**src/bdcld_pkg.sv**
```systemverilog
`default_nettype none

package bdcld_pkg;

    // APB address and data widths.
    localparam int ADDR_W = 12;
    localparam int DATA_W = 32;

    // Register byte offsets.
    localparam logic [ADDR_W-1:0] OFS_CTRL   = 12'h000;
    localparam logic [ADDR_W-1:0] OFS_STATUS = 12'h004;
    localparam logic [ADDR_W-1:0] OFS_CARRY  = 12'h008;

    // Control register fields.
    localparam int CTRL_BLANK = 0;
    localparam int CTRL_GATE  = 1;
    localparam int CTRL_CLEAR = 2;
    localparam int CTRL_XFER  = 3;
    localparam logic [1:0] CTRL_RST = 2'h0;

    // Status register fields.
    localparam int ST_CNT_LSB  = 0;
    localparam int ST_HOLD_LSB = 4;
    localparam int ST_BLANK    = 8;
    localparam int ST_LOAD     = 9;

    // Carry counter width and reset value.
    localparam int CARRY_W = 16;
    localparam logic [CARRY_W-1:0] CARRY_RST = 16'h0000;
    localparam logic [CARRY_W-1:0] CARRY_ONE = 16'h0001;

    // Digit codes.
    localparam logic [3:0] BCD_ZERO   = 4'h0;
    localparam logic [3:0] BCD_ONE    = 4'h1;
    localparam logic [3:0] BCD_MAX    = 4'h9;
    localparam logic [3:0] COMP_ZERO  = 4'hF;
    localparam logic [3:0] COMP_BLANK = 4'h0;

    // Decoder width.
    localparam int DEC_N = 10;
    localparam logic [DEC_N-1:0] DEC_RST = 10'h000;

    // Pin synchroniser order and idle levels.
    localparam int PIN_N     = 5;
    localparam int PIN_COUNT = 0;
    localparam int PIN_CLEAR = 1;
    localparam int PIN_BLANK = 2;
    localparam int PIN_XFERN = 3;
    localparam int PIN_GATE  = 4;
    localparam logic [PIN_N-1:0] PIN_IDLE = 5'h08;

    localparam logic [DATA_W-1:0] RDATA_ZERO = 32'h0000_0000;

    // APB request from the master.
    typedef struct packed {
        logic              psel;
        logic              penable;
        logic              pwrite;
        logic [ADDR_W-1:0] paddr;
        logic [DATA_W-1:0] pwdata;
    } bdcld_apb_req_t;

    // APB answer to the master.
    typedef struct packed {
        logic [DATA_W-1:0] prdata;
        logic              pready;
        logic              pslverr;
    } bdcld_apb_rsp_t;

endpackage : bdcld_pkg

`default_nettype wire

```
**src/bdcld_decoder.sv**
```systemverilog
`timescale 1ns/1ns
`default_nettype none

module bdcld_decoder (
    // Complemented digit from the holding latch.
    input  wire logic [3:0]                 i_comp,
    // One line per decimal digit.
    output logic      [bdcld_pkg::DEC_N-1:0] o_dec
);
    import bdcld_pkg::*;

    // Each gate matches one complemented code; codes ten to fifteen match none.
    generate
        for (genvar k = 0; k < DEC_N; k++) begin : g_digit
            localparam logic [3:0] CODE = 4'(k);
            assign o_dec[k] = (i_comp == ~CODE);
        end
    endgenerate

endmodule // bdcld_decoder

`default_nettype wire

```
**src/bdcld_top.sv**
```systemverilog
// The implementer's own choices: the APB slave port and the register offsets.
`timescale 1ns/1ns
`default_nettype none

module bdcld_top (
    // Clock and reset.
    input  wire logic                     i_clk,
    input  wire logic                     i_srst,
    // APB slave.
    input  wire bdcld_pkg::bdcld_apb_req_t i_apb,
    output bdcld_pkg::bdcld_apb_rsp_t     o_apb,
    // Pins from the count gating logic.
    input  wire logic                     i_count,
    input  wire logic                     i_clear,
    input  wire logic                     i_blank,
    input  wire logic                     i_xfer_n,
    input  wire logic                     i_gate,
    // Counter outputs.
    output logic      [3:0]               o_cnt_comp,
    output logic                          o_carry,
    // Holding latch outputs.
    output logic      [3:0]               o_hold_comp,
    output logic      [3:0]               o_hold_true_n,
    // Decoder outputs to the readout.
    output logic      [9:0]               o_dec
);
    import bdcld_pkg::*;

    // Pin synchroniser.
    logic [PIN_N-1:0] pin_w;
    logic [PIN_N-1:0] sync1_r;
    logic [PIN_N-1:0] sync2_r;
    logic             count_d_r;

    // Counter state.
    logic [3:0]       cnt_r;
    logic [3:0]       cnt_nxt;
    logic [3:0]       cnt_comp_r;
    logic [3:0]       cnt_comp_nxt;
    logic             carry_r;
    logic             blank_r;

    // Latch state.
    logic [3:0]       hold_r;
    logic [3:0]       true_n_r;
    logic [DEC_N-1:0] dec_r;
    logic [DEC_N-1:0] dec_w;

    // Register state.
    logic [1:0]         ctrl_r;
    logic [CARRY_W-1:0] carry_cnt_r;
    logic [CARRY_W-1:0] carry_cnt_nxt;
    logic [DATA_W-1:0]  prdata_r;
    logic               pready_r;
    logic               pslverr_r;

    // Decoded controls.
    logic             count_rise_w;
    logic             wrap_w;
    logic             clear_w;
    logic             blank_ctl_w;
    logic             blank_nxt_w;
    logic             load_w;
    logic             gate_w;
    logic             acc_w;
    logic             first_w;
    logic             done_w;
    logic             wr_w;
    logic             hit_ctrl_w;
    logic             hit_status_w;
    logic             hit_carry_w;
    logic             hit_w;
    logic             soft_clear_w;
    logic             soft_xfer_w;
    logic             carry_clr_w;
    logic [DATA_W-1:0] rdata_w;
    logic [DATA_W-1:0] status_w;
    logic [DATA_W-1:0] ctrl_word_w;
    logic [DATA_W-1:0] carry_word_w;
    logic [DATA_W-1:0] prdata_nxt;
    logic              pslverr_nxt;
    logic              carry_nxt;
    logic [1:0]        ctrl_nxt;
    wire logic [3:0]   hold_nxt;
    wire logic [3:0]   true_n_nxt;

    // Pins cross into the clock domain through two flip-flops.
    assign pin_w = {i_gate, i_xfer_n, i_blank, i_clear, i_count};

    always_ff @(posedge i_clk) begin
        if (i_srst) begin
            sync1_r <= PIN_IDLE;
            sync2_r <= PIN_IDLE;
        end else begin
            sync1_r <= pin_w;
            sync2_r <= sync1_r;
        end
    end

    // The edge detector rests at the pin's idle level, so reset makes no count.
    always_ff @(posedge i_clk) begin
        if (i_srst) begin
            count_d_r <= PIN_IDLE[PIN_COUNT];
        end else begin
            count_d_r <= sync2_r[PIN_COUNT];
        end
    end

    // A count is the rising edge of the synchronised count pin.
    assign count_rise_w = sync2_r[PIN_COUNT] & ~count_d_r;

    // APB decode.
    assign acc_w        = i_apb.psel & i_apb.penable;
    assign first_w      = acc_w & ~pready_r;
    assign done_w       = acc_w & pready_r;
    assign wr_w         = done_w & i_apb.pwrite;
    assign hit_ctrl_w   = (i_apb.paddr == OFS_CTRL);
    assign hit_status_w = (i_apb.paddr == OFS_STATUS);
    assign hit_carry_w  = (i_apb.paddr == OFS_CARRY);
    assign hit_w        = hit_ctrl_w | hit_status_w | hit_carry_w;

    // Write-one strobes in the control register act once and are not stored.
    assign soft_clear_w = wr_w & hit_ctrl_w & i_apb.pwdata[CTRL_CLEAR];
    assign soft_xfer_w  = wr_w & hit_ctrl_w & i_apb.pwdata[CTRL_XFER];
    assign carry_clr_w  = wr_w & hit_carry_w;

    // Counter controls.
    assign clear_w     = sync2_r[PIN_CLEAR] | soft_clear_w;
    assign wrap_w      = count_rise_w & (cnt_r == BCD_MAX);
    assign blank_ctl_w = sync2_r[PIN_BLANK] | ctrl_r[CTRL_BLANK];
    assign gate_w      = sync2_r[PIN_GATE] | ctrl_r[CTRL_GATE];

    // Clear wins over a count; the tenth count wraps to zero.
    always_comb begin
        cnt_nxt = cnt_r;
        if (clear_w) begin
            cnt_nxt = BCD_ZERO;
        end else if (wrap_w) begin
            cnt_nxt = BCD_ZERO;
        end else if (count_rise_w) begin
            cnt_nxt = cnt_r + BCD_ONE;
        end
    end

    // Blanking needs the control high and the first stage at zero.
    assign blank_nxt_w = blank_ctl_w & ~cnt_nxt[0];

    // Blanked digits drive all complemented lines low, true code fifteen.
    assign cnt_comp_nxt = blank_nxt_w ? COMP_BLANK : ~cnt_nxt;

    always_ff @(posedge i_clk) begin
        if (i_srst) begin
            cnt_r      <= BCD_ZERO;
            cnt_comp_r <= COMP_ZERO;
        end else begin
            cnt_r      <= cnt_nxt;
            cnt_comp_r <= cnt_comp_nxt;
        end
    end

    // A clear in the wrap cycle swallows the carry as well as the count.
    assign carry_nxt = wrap_w & ~clear_w;

    always_ff @(posedge i_clk) begin
        if (i_srst) begin
            blank_r <= 1'b0;
            carry_r <= 1'b0;
        end else begin
            blank_r <= blank_nxt_w;
            carry_r <= carry_nxt;
        end
    end

    // Latch loads while transfer is low, from pin or software strobe.
    assign load_w = ~sync2_r[PIN_XFERN] | soft_xfer_w;

    // Each bit is set or reset on its own; true lines are active low and gated.
    generate
        for (genvar b = 0; b < 4; b++) begin : g_hold_bit
            assign hold_nxt[b]   = load_w ? cnt_comp_r[b] : hold_r[b];
            assign true_n_nxt[b] = ~(hold_r[b] & gate_w);
        end
    endgenerate

    // True lines leave reset inactive high, as the enable then reads low.
    always_ff @(posedge i_clk) begin
        if (i_srst) begin
            hold_r   <= COMP_ZERO;
            true_n_r <= COMP_ZERO;
        end else begin
            hold_r   <= hold_nxt;
            true_n_r <= true_n_nxt;
        end
    end

    // One-of-ten decoder on the held complemented digit.
    bdcld_decoder u_dec (
        .i_comp (hold_r),
        .o_dec  (dec_w)
    );

    always_ff @(posedge i_clk) begin
        if (i_srst) begin
            dec_r <= DEC_RST;
        end else begin
            dec_r <= dec_w;
        end
    end

    // Carry counter; a software clear in a carry cycle restarts the count at one.
    always_comb begin
        carry_cnt_nxt = carry_cnt_r;
        if (carry_r && carry_clr_w) begin
            carry_cnt_nxt = CARRY_ONE;
        end else if (carry_r) begin
            carry_cnt_nxt = carry_cnt_r + CARRY_ONE;
        end else if (carry_clr_w) begin
            carry_cnt_nxt = CARRY_RST;
        end
    end

    always_ff @(posedge i_clk) begin
        if (i_srst) begin
            carry_cnt_r <= CARRY_RST;
        end else begin
            carry_cnt_r <= carry_cnt_nxt;
        end
    end

    // Control register keeps blanking and gate enables; strobe bits are not stored.
    assign ctrl_nxt = {i_apb.pwdata[CTRL_GATE], i_apb.pwdata[CTRL_BLANK]};

    always_ff @(posedge i_clk) begin
        if (i_srst) begin
            ctrl_r <= CTRL_RST;
        end else if (wr_w && hit_ctrl_w) begin
            ctrl_r <= ctrl_nxt;
        end
    end

    // Status word.
    always_comb begin
        status_w                          = RDATA_ZERO;
        status_w[ST_CNT_LSB +: 4]         = cnt_r;
        status_w[ST_HOLD_LSB +: 4]        = hold_r;
        status_w[ST_BLANK]                = blank_r;
        status_w[ST_LOAD]                 = ~sync2_r[PIN_XFERN];
    end

    // Control word shows only the stored enables; strobes read back as zero.
    always_comb begin
        ctrl_word_w             = RDATA_ZERO;
        ctrl_word_w[CTRL_BLANK] = ctrl_r[CTRL_BLANK];
        ctrl_word_w[CTRL_GATE]  = ctrl_r[CTRL_GATE];
    end

    assign carry_word_w = {{(DATA_W - CARRY_W){1'b0}}, carry_cnt_r};

    // Read multiplexer.
    assign rdata_w = hit_ctrl_w   ? ctrl_word_w :
                     hit_status_w ? status_w :
                     hit_carry_w  ? carry_word_w :
                     RDATA_ZERO;

    // Unmapped addresses answer with an error and zero data.
    assign pslverr_nxt = first_w & ~hit_w;
    assign prdata_nxt  = (first_w && !i_apb.pwrite) ? rdata_w : RDATA_ZERO;

    // Answer one cycle into the access phase.
    always_ff @(posedge i_clk) begin
        if (i_srst) begin
            pready_r  <= 1'b0;
            pslverr_r <= 1'b0;
            prdata_r  <= RDATA_ZERO;
        end else begin
            pready_r  <= first_w;
            pslverr_r <= pslverr_nxt;
            prdata_r  <= prdata_nxt;
        end
    end

    // Outputs come straight from flip-flops.
    assign o_apb.prdata  = prdata_r;
    assign o_apb.pready  = pready_r;
    assign o_apb.pslverr = pslverr_r;
    assign o_cnt_comp    = cnt_comp_r;
    assign o_carry       = carry_r;
    assign o_hold_comp   = hold_r;
    assign o_hold_true_n = true_n_r;
    assign o_dec         = dec_r;

endmodule // bdcld_top

`default_nettype wire

```
**config.mk**
```make
export PLATFORM = sky130hd
export DESIGN_NAME = bdcld_top
export DESIGN_NICKNAME = d
export VERILOG_FILES = /design/src/bdcld_pkg.sv /design/src/bdcld_decoder.sv /design/src/bdcld_top.sv
export SDC_FILE = /design/constraint.sdc
export NUM_CORES = 1
export LEC_CHECK = 0
export BUFFER_PORTS_ARGS = -buffer_cell sky130_fd_sc_hd__buf_2
export CORE_ASPECT_RATIO = 0.75
export CORE_MARGIN = 2
export CORE_UTILIZATION = 48
export DETAILED_ROUTE_END_ITERATION = 8
export HOLD_SLACK_MARGIN = 0.06
export PLACE_DENSITY = 0.9
export SYNTH_ARGS = -nofsm -noshare
export SYNTH_HDL_FRONTEND = slang
export SYNTH_SLANG_ARGS = --single-unit
```
**constraint.sdc**
```tcl
create_clock -name i_clk -period 2.48 [get_ports i_clk]
set_clock_uncertainty 0.2 [all_clocks]
set_input_delay 0.124 -clock i_clk [delete_from_list [all_inputs] [get_ports i_clk]]
set_output_delay 0.124 -clock i_clk [all_outputs]
set_load 0.01 [all_outputs]
```
==> results.md, run 1 <==
- The master cell of the clock root buffer is sky130_fd_sc_hd__clkbuf_8.
- Counting I/O delays and the setup requirement, the final critical path takes ~2.4 ns.
- Yosys mapped the design onto 38 distinct sky130hd cell types.
- Of the cells placed in the final design, the portion with a size suffix greater than 1 is 0.256.
- The final max-slew violation count is 0.
- The total power draw is 0.00228 W.
- After detailed routing, the average wire length per cell comes to between 10 and 15 microns.
- The clock tree synthesis step divided the H-tree into 3 levels.
- The number of register bits inferred by synthesis is 75.
- Entering global routing, the biggest net connects 27 pins.
- In the routed layout, each cell is associated on average with a via count of between 4 and 5.
- The worst setup path is of the in -> reg kind.
- At the worst endpoint, the required time is ~2.6 ns.
- In this run the vertical extent of the chip is between 60 and 70 microns.
- With fillers left out, the area of the finished cells amounts to ~0.0035 sq mm.
- The element type at the critical path end is a flip-flop.
- The clock latency of the later-clocked register in the worst-skew pair is about 0.35 ns.
- The clock net sink count is 75.
- The layout-stage area growth over the synthesis result is 27.3%.
- The worst-case IR drop observed on VDD is between 0.3 and 0.4 mV.
- After floorplanning, the core was divided into 23 placement rows.
- The sequential share of the synthesized area is 0.542.
- The residual overflow from global routing is 0.
- The layout net count is ~440.
- The pin slew with the least headroom to its limit is ~0.5 ns.
- The arrival time of data at the critical path endpoint is around 2.5 ns.
- The first-iteration detailed-routing DRC count is 90.
- The number of iterations in the first detailed-routing pass is 4.
- Once placement finished, the instance area stood at 0.00313 sq mm.
- The filler cell count is between 400 and 500.
- The end of the worst register-to-register path is prdata_r[0]$_SDFF_PP0_.
- The number of I/O port buffers is 66.
- After technology mapping, the gate count stands at roughly 290.
- The post-DP HPWL is 3930 microns.
- After synthesis the cells add up to 0.00277 sq mm.
- 111 I/O pins were placed.
- The worst hold margin is 0.0495 ns.
- The maximum fanout along the worst path is 3.
- STA classifies the critical path startpoint as an input port.
- The total track usage is 0.188.
- The TritonCTS clock tree is yes.
- The final period utilization is 0.986.
- The total core area is 0.00547 sq mm.
- The via count of the first global-routing pass is just over 2000.
- The reported max-cap violation count is 0.
- Routability-driven placement finished with a final weighted congestion of ~0.84.
- The analysis attributes to cell leakage a power of 1.55 nW.
- The ratio of total power to cell area is ~650 mW/mm^2.
- The worst reg2reg path depth is 5.
- The start of the worst register-to-register path is pready_r$_SDFF_PP0_.
- The multi-input combinational cells in the finished layout cover a total of 0.00112 sq mm.
- The initial utilization of the core area, before any placement, comes to 0.506.
- Summing all flip-flop and latch instances after layout gives 0.00150 sq mm.
- The die footprint is 0.00640 sq mm.
- The wire length of the first global-routing pass is between 9000 and 10000 microns.
- The number of antenna violations at the first check in global routing was 0.
- The flow ran to the end, and the final reports show no timing, DRC or antenna violations.
- The number of hold violations in the final report was 0.
- The fmax is just over 0.4 GHz.
- The instance count along the most critical hold path is 5.
- The relative slew slack is 0.661.
- The floorplan die width is 91.7 microns.
- The overall routed net length is 5690 microns.
- For flop-to-flop paths, the worst setup slack is 0.35 ns.
- The average cell area after synthesis is just under 10 sq um.
- The type of the tightest min-delay check is in -> reg.
- Counting along the longest clock path gives a buffer depth of 2.
- The number of CTS-inserted buffers is 9.
- The sink of the worst hold path is prdata_r[1]$_SDFF_PP0_.
- The total via count after detailed routing is about 2200.
- The count of unresolved DRC violations after routing is 0.
- Yosys printed 0 warnings.
- Clock-pin slew was measured on the worst setup and hold paths at roughly 0.070 ns.
- The antenna violation net count after detailed routing is 0.
- Setup violations remaining at the end of the flow were counted as 0.
- The number of antenna cells inserted is 0.
- The startpoint identified for the worst hold timing path is i_apb[32].
## synth_stat cells (all sizes together)
cell type  number  area [sq um]
mux2i           3          30.0
buf            21           153
nand4           7          43.8
nor3            9          45.0
or4             4          37.5
and2            7          43.8
a21oi          11          55.1
a211o           2          17.5
and4            1          8.76
o21ai           6          30.0
nand2b          3          18.8
ha              3          37.5
o31a            1          8.76
xor2           14           123
a22o            8          70.1
xnor2           2          17.5
or3             2          17.5
nor4            2          12.5
and3            2          12.5
or2b            1          7.51
conb            1          3.75
nor3b           1          18.8
nand3b          2          15.0
o31ai           1          7.51
a311oi          1          8.76
or3b            2          17.5
inv            10          37.5
clkbuf          4          15.0
nand3           4          20.0
nor2b          12          75.1
nand2          18          67.6
or2             3          18.8
nor2           44           173
dfxtp          75          1500
## how the worst max path moves through the flow
stage | start | to | slack [ns] | cells past startpoint
floorplan | i_apb[37] | prdata_r[2]$_SDFF_PP0_ | 0.18 | 5
CTS | i_apb[33] | prdata_r[1]$_SDFF_PP0_ | 0.03 | 7
global placement | i_apb[41] | prdata_r[2]$_SDFF_PP0_ | 0.03 | 7
global route | i_apb[33] | prdata_r[0]$_SDFF_PP0_ | -0.004 | 7
finish | i_apb[33] | prdata_r[0]$_SDFF_PP0_ | 0.03 | 7
detailed placement | i_apb[41] | prdata_r[2]$_SDFF_PP0_ | 0.02 | 7
## flip-flops by register name (all words and copies together) (netlist names)
| register | cells |
|---|---|
| count_d_r | 1 |
| o_cnt_comp | 4 |
| o_hold_true_n | 4 |
| blank_r | 1 |
| pready_r | 1 |
| sync2_r | 5 |
| o_dec | 10 |
| o_carry | 1 |
| sync1_r | 5 |
| o_hold_comp | 4 |
| cnt_r | 4 |
| ctrl_r | 2 |
| pslverr_r | 1 |
| prdata_r | 16 |
| carry_cnt_r | 16 |
## report_power, final
part           internal, W  switching (W)
logic            0.0000596      0.0000696
clock network     0.000491       0.000424
registers          0.00123      0.0000145
## through the flow
step / setup TNS (ns) / cells / utilization / setup slack [ns]
detailed placement: 0 / 425 / 0.573 / 0.0245
global route: -0.00430 / 461 / 0.645 / -0.00430
floorplan: 0 / 302 / - / 0.179
finish: 0 / 461 / 0.645 / 0.0340
CTS: 0 / 460 / 0.644 / 0.0287
global placement: 0 / 425 / 0.573 / 0.0347
## layout by cell type, fill, tap and decap left out, types with 7 or more instances in the layout
cell,count
sky130_fd_sc_hd__conb_1,16
sky130_fd_sc_hd__clkbuf_8,10
sky130_fd_sc_hd__buf_4,9
sky130_fd_sc_hd__xor2_1,14
sky130_fd_sc_hd__dlygate4sd3_1,18
sky130_fd_sc_hd__nor2b_1,12
sky130_fd_sc_hd__buf_2,66
sky130_fd_sc_hd__a21oi_1,11
sky130_fd_sc_hd__nand4_1,7
sky130_fd_sc_hd__inv_1,10
sky130_fd_sc_hd__nor3_1,9
sky130_fd_sc_hd__dfxtp_1,75
sky130_fd_sc_hd__and2_1,7
sky130_fd_sc_hd__nor2_1,43
sky130_fd_sc_hd__a22o_1,8
sky130_fd_sc_hd__nand2_1,18
## repair_timing
action                                  4_1_cts  5_1_grt
resized for setup                             0        0
hold buffers                                 19        0
buffers inserted                              0        2
endpoints found under the hold margin        22        0
endpoints found under the setup margin        0        1
## worst max-delay path: stages
cell	delay, ns
sky130_fd_sc_hd__dlygate4sd3_1	0.53
sky130_fd_sc_hd__buf_2	0.13
sky130_fd_sc_hd__or4_4	0.53
sky130_fd_sc_hd__or3_4	0.41
sky130_fd_sc_hd__buf_4	0.14
sky130_fd_sc_hd__a21oi_1	0.11
sky130_fd_sc_hd__dlygate4sd3_1	0.56
## layout make-up
cell class                      count  share of cell area
Clock buffer                       12              0.0412
Inverter                           10              0.0106
Sequential cell                    75               0.426
Multi-Input combinational cell    192               0.317
Timing Repair Buffer               93               0.164
Tap cell                           75              0.0266
Clock inverter                      4              0.0142
## cell families after synthesis
family	share of synthesized area
compound gates	0.0714
xor+xnor	0.0506
fa+ha+maj	0.0136
buf+inv	0.0741
flops	0.542
mux	0.0108
other cells	0.00135
simple gates	0.236
## metal layers
metal | wire length (microns) | part of all wire | vias up | track usage
li1 | - | - | 1108 | -
met5 | 0 | 0 | - | 0
met2 | 2770 | 0.49 | 56 | 0.300
met4 | 95 | 0.017 | 0 | 0.0862
met3 | 303 | 0.053 | 9 | 0.0772
met1 | 2520 | 0.44 | 1014 | 0.222
Power figures use the tool's default switching activity.
==> inputs of run 2 (changes only) <==
- clock period: 2.48 -> 2.8 ns (I/O delays scaled with it)
==> run 2 against run 1 <==
  * Hold slack improved by 0.029 ns
  * Highest routed layer unchanged
  * Power decreased by 14%
  * Die area unchanged
  * Cell count decreased by 1.3%
  * Largest power group unchanged
==> results.md, run 2 (same netlist as run 1, synthesis figures left out) <==
- Result of the run: finished, final reports clean (unchanged).
- The type of the tightest min-delay check is in -> reg (unchanged).
- The layout-stage area growth over the synthesis result is 25.4% (was 27.3%).
- The reported max-cap violation count is 0 (unchanged).
- The master cell of the clock root buffer is sky130_fd_sc_hd__clkbuf_8 (unchanged).
- The relative slew slack is 0.624 (was 0.661).
- The number of vias per cell after detailed routing is 4.71 (was 4.74).
- Leading cell types in the layout, fill and taps excluded: sky130_fd_sc_hd__dfxtp_1 (75), sky130_fd_sc_hd__buf_2 (66), sky130_fd_sc_hd__nor2_1 (43) (unchanged).
- The number of top-level design ports was 111 (unchanged).
- The part of the total power dissipated in the clock network is 0.386 (was 0.400).
- The maximum vdd drop is 0.350 mV (was 0.339 mV).
- Setup repair after global routing left no endpoint under its margin.
- The ratio of total power to cell area is 568 mW/mm^2 (was 648 mW/mm^2).
- The most common cell after layout, fill and taps aside is sky130_fd_sc_hd__dfxtp_1 (unchanged).
- The fmax is roughly 0.39 GHz.
- The clock net sink count is 75 (unchanged).
- The startpoint type of the worst setup path is an input port (unchanged).
- The final max-slew violation count is 0 (unchanged).
- The pin slew with the least headroom to its limit is 0.564 ns (was 0.508 ns).
- The count of cells resized by post-cts repair is 0 (unchanged).
- The post-DP HPWL is 3950 microns (was 3930 microns).
- The element type at the critical path end is a flip-flop (unchanged).
- The total via count after detailed routing is 2141 (was 2187).
- The cell area reported after detailed placement was 0.00310 sq mm (was 0.00313 sq mm).
- The design internal power came to 0.00151 W (was 0.00178 W).
- The maximum root-to-sink buffer count was 2 (unchanged).
- The clock latency of the later-clocked register in the worst-skew pair came to 0.35 ns (about the same).
- The final instance area was 0.00347 sq mm (was 0.00352 sq mm).
- The net switching power was 0.000463 W (was 0.000508 W).
- The layout net count is 432 (was 438).
- The number of hold violations in the final report is 0 (unchanged).
- The deepest level of the CTS H-tree was 3 (unchanged).
- The hold-fix buffer count after cts came to 17 (was 19).
- The count of unresolved DRC violations after routing is 0 (unchanged).
- The wire length of the first global-routing pass came to 9300 microns (was 9390 microns).
- The y dimension of the die is 69.8 microns (unchanged).
- The number of I/O port buffers was 66 (unchanged).
- The fraction of power spent switching nets came to 0.235 (was 0.222).
- The die footprint was 0.00640 sq mm (unchanged).
- The number of antenna violations at the first check in global routing is 0 (unchanged).
- The number of setup violations in the final report is 0 (unchanged).
- The clock-pin transition on the worst setup and hold timing paths was 0.07 ns (about the same).
- The number of antenna cells inserted came to 0 (unchanged).
- The largest net degree at the start of global routing is 27 (unchanged).
- The combinational fraction of design power is 0.057 (about the same).
- The final period utilization is 0.916.
- The antenna violation net count after detailed routing was 0 (unchanged).
- The average wire length per cell after detail routing was 12.3 microns (about the same).
- The total negative setup slack is 0 ns (unchanged).
- The total track usage is 0.185 (was 0.188).
- The number of standard-cell rows in the floorplan is 23 (unchanged).
- The residual overflow from global routing is 0 (unchanged).
- The initial standard-cell utilization of the core was 0.506 (unchanged).
- The total core area is 0.00547 sq mm (unchanged).
- The startpoint-to-endpoint class of the critical path is in -> reg (unchanged).
- The total power draw is 0.00197 W (was 0.00228 W).
- The data required time at the worst endpoint is 2.84 ns (was 2.57 ns).
- The maximum fanout along the worst path was 4 (was 3).
- The clock period could shrink to roughly 2.6 ns.
- The sequential power share is 0.557 (was 0.543).
- The number of iterations in the first detailed-routing pass is 4 (unchanged).
- The overall routed net length is 5600 microns (was 5690 microns).
- The final RePlAce weighted congestion is 0.843 (was 0.840).
- The first-iteration detailed-routing DRC count came to 80 (was 90).
- The end-of-flow core utilization is 0.635 (was 0.645).
- The number of CTS-inserted buffers was 9 (unchanged).
- The fraction of final layout cells sized beyond drive strength 1 is 0.250 (was 0.256).
- The via count of the first global-routing pass came to 2061 (was 2076).
- The floorplan die width is 91.7 microns (unchanged).
- The arrival time of data at the critical path endpoint came to 2.60 ns (was 2.54 ns).
- The post-CTS setup buffer count came to 0 (unchanged).
- The TritonCTS clock tree is yes (unchanged).
- The static leakage is 1.53 nW (was 1.55 nW).
run 2: cell count changes in the layout (fill, tap and decap cells not counted):
cell,delta
sky130_fd_sc_hd__buf_4,-6
sky130_fd_sc_hd__clkbuf_1,-2
sky130_fd_sc_hd__bufinv_16,-1
sky130_fd_sc_hd__clkbuf_8,+1
sky130_fd_sc_hd__clkinvlp_4,+1
sky130_fd_sc_hd__inv_6,+1
run 2: routing by layer:
layer,part of all wire,track usage
met1,0.44,0.219
met2,0.50,0.312
met3,0.060,0.0761
met4,0.0082,0.0464
met5,0,0
run 2: layout make-up:
class,count,area (sq um)
Timing Repair Buffer,87,533
Inverter,10,37.5
Tap cell,75,93.8
Sequential cell,75,1500
Clock inverter,5,36.3
Fill cell,447,2000
Multi-Input combinational cell,192,1120
Clock buffer,11,151
run 2: path summary, 6_finish.rpt:
kind                          from  depth (start not counted)  slack, ns                     end
max                      i_apb[33]                          7       0.24    pslverr_r$_SDFF_PP0_
min reg2reg  sync1_r[3]$_SDFF_PP1_                          1       0.21   sync2_r[3]$_SDFF_PP1_
min                      i_apb[32]                          5       0.08  prdata_r[1]$_SDFF_PP0_
max reg2reg    pready_r$_SDFF_PP0_                          4       0.71  prdata_r[0]$_SDFF_PP0_
run 2: power groups by stage:
stage	combinational, W	clock, W	sequential (W)
final	0.000113	0.000761	0.00110
after detailed placement	0.0000952	0	0.00112
after CTS	0.000111	0.000774	0.00110
after global routing	0.000125	0.000825	0.00110
after global placement	0.0000924	0	0.00112
after floorplan	0.0000681	0	0.00112
run 2: critical path: stages:
cell	delay (ns)
sky130_fd_sc_hd__dlygate4sd3_1	0.52
sky130_fd_sc_hd__buf_2	0.13
sky130_fd_sc_hd__or4_4	0.56
sky130_fd_sc_hd__a21oi_1	0.12
sky130_fd_sc_hd__dlygate4sd3_1	0.55
sky130_fd_sc_hd__nor2_1	0.04
sky130_fd_sc_hd__dlygate4sd3_1	0.54
run 2: per-stage QoR:
step	cells	hold slack, ns	worst slack (ns)
6_report	455	0.0790	0.236
5_1_grt	455	0.0608	0.166
4_1_cts	454	0.0671	0.299
3_5_place_dp	421	0.131	0.192
3_3_place_gp	421	0.122	0.216
2_1_floorplan	302	0.0438	0.483
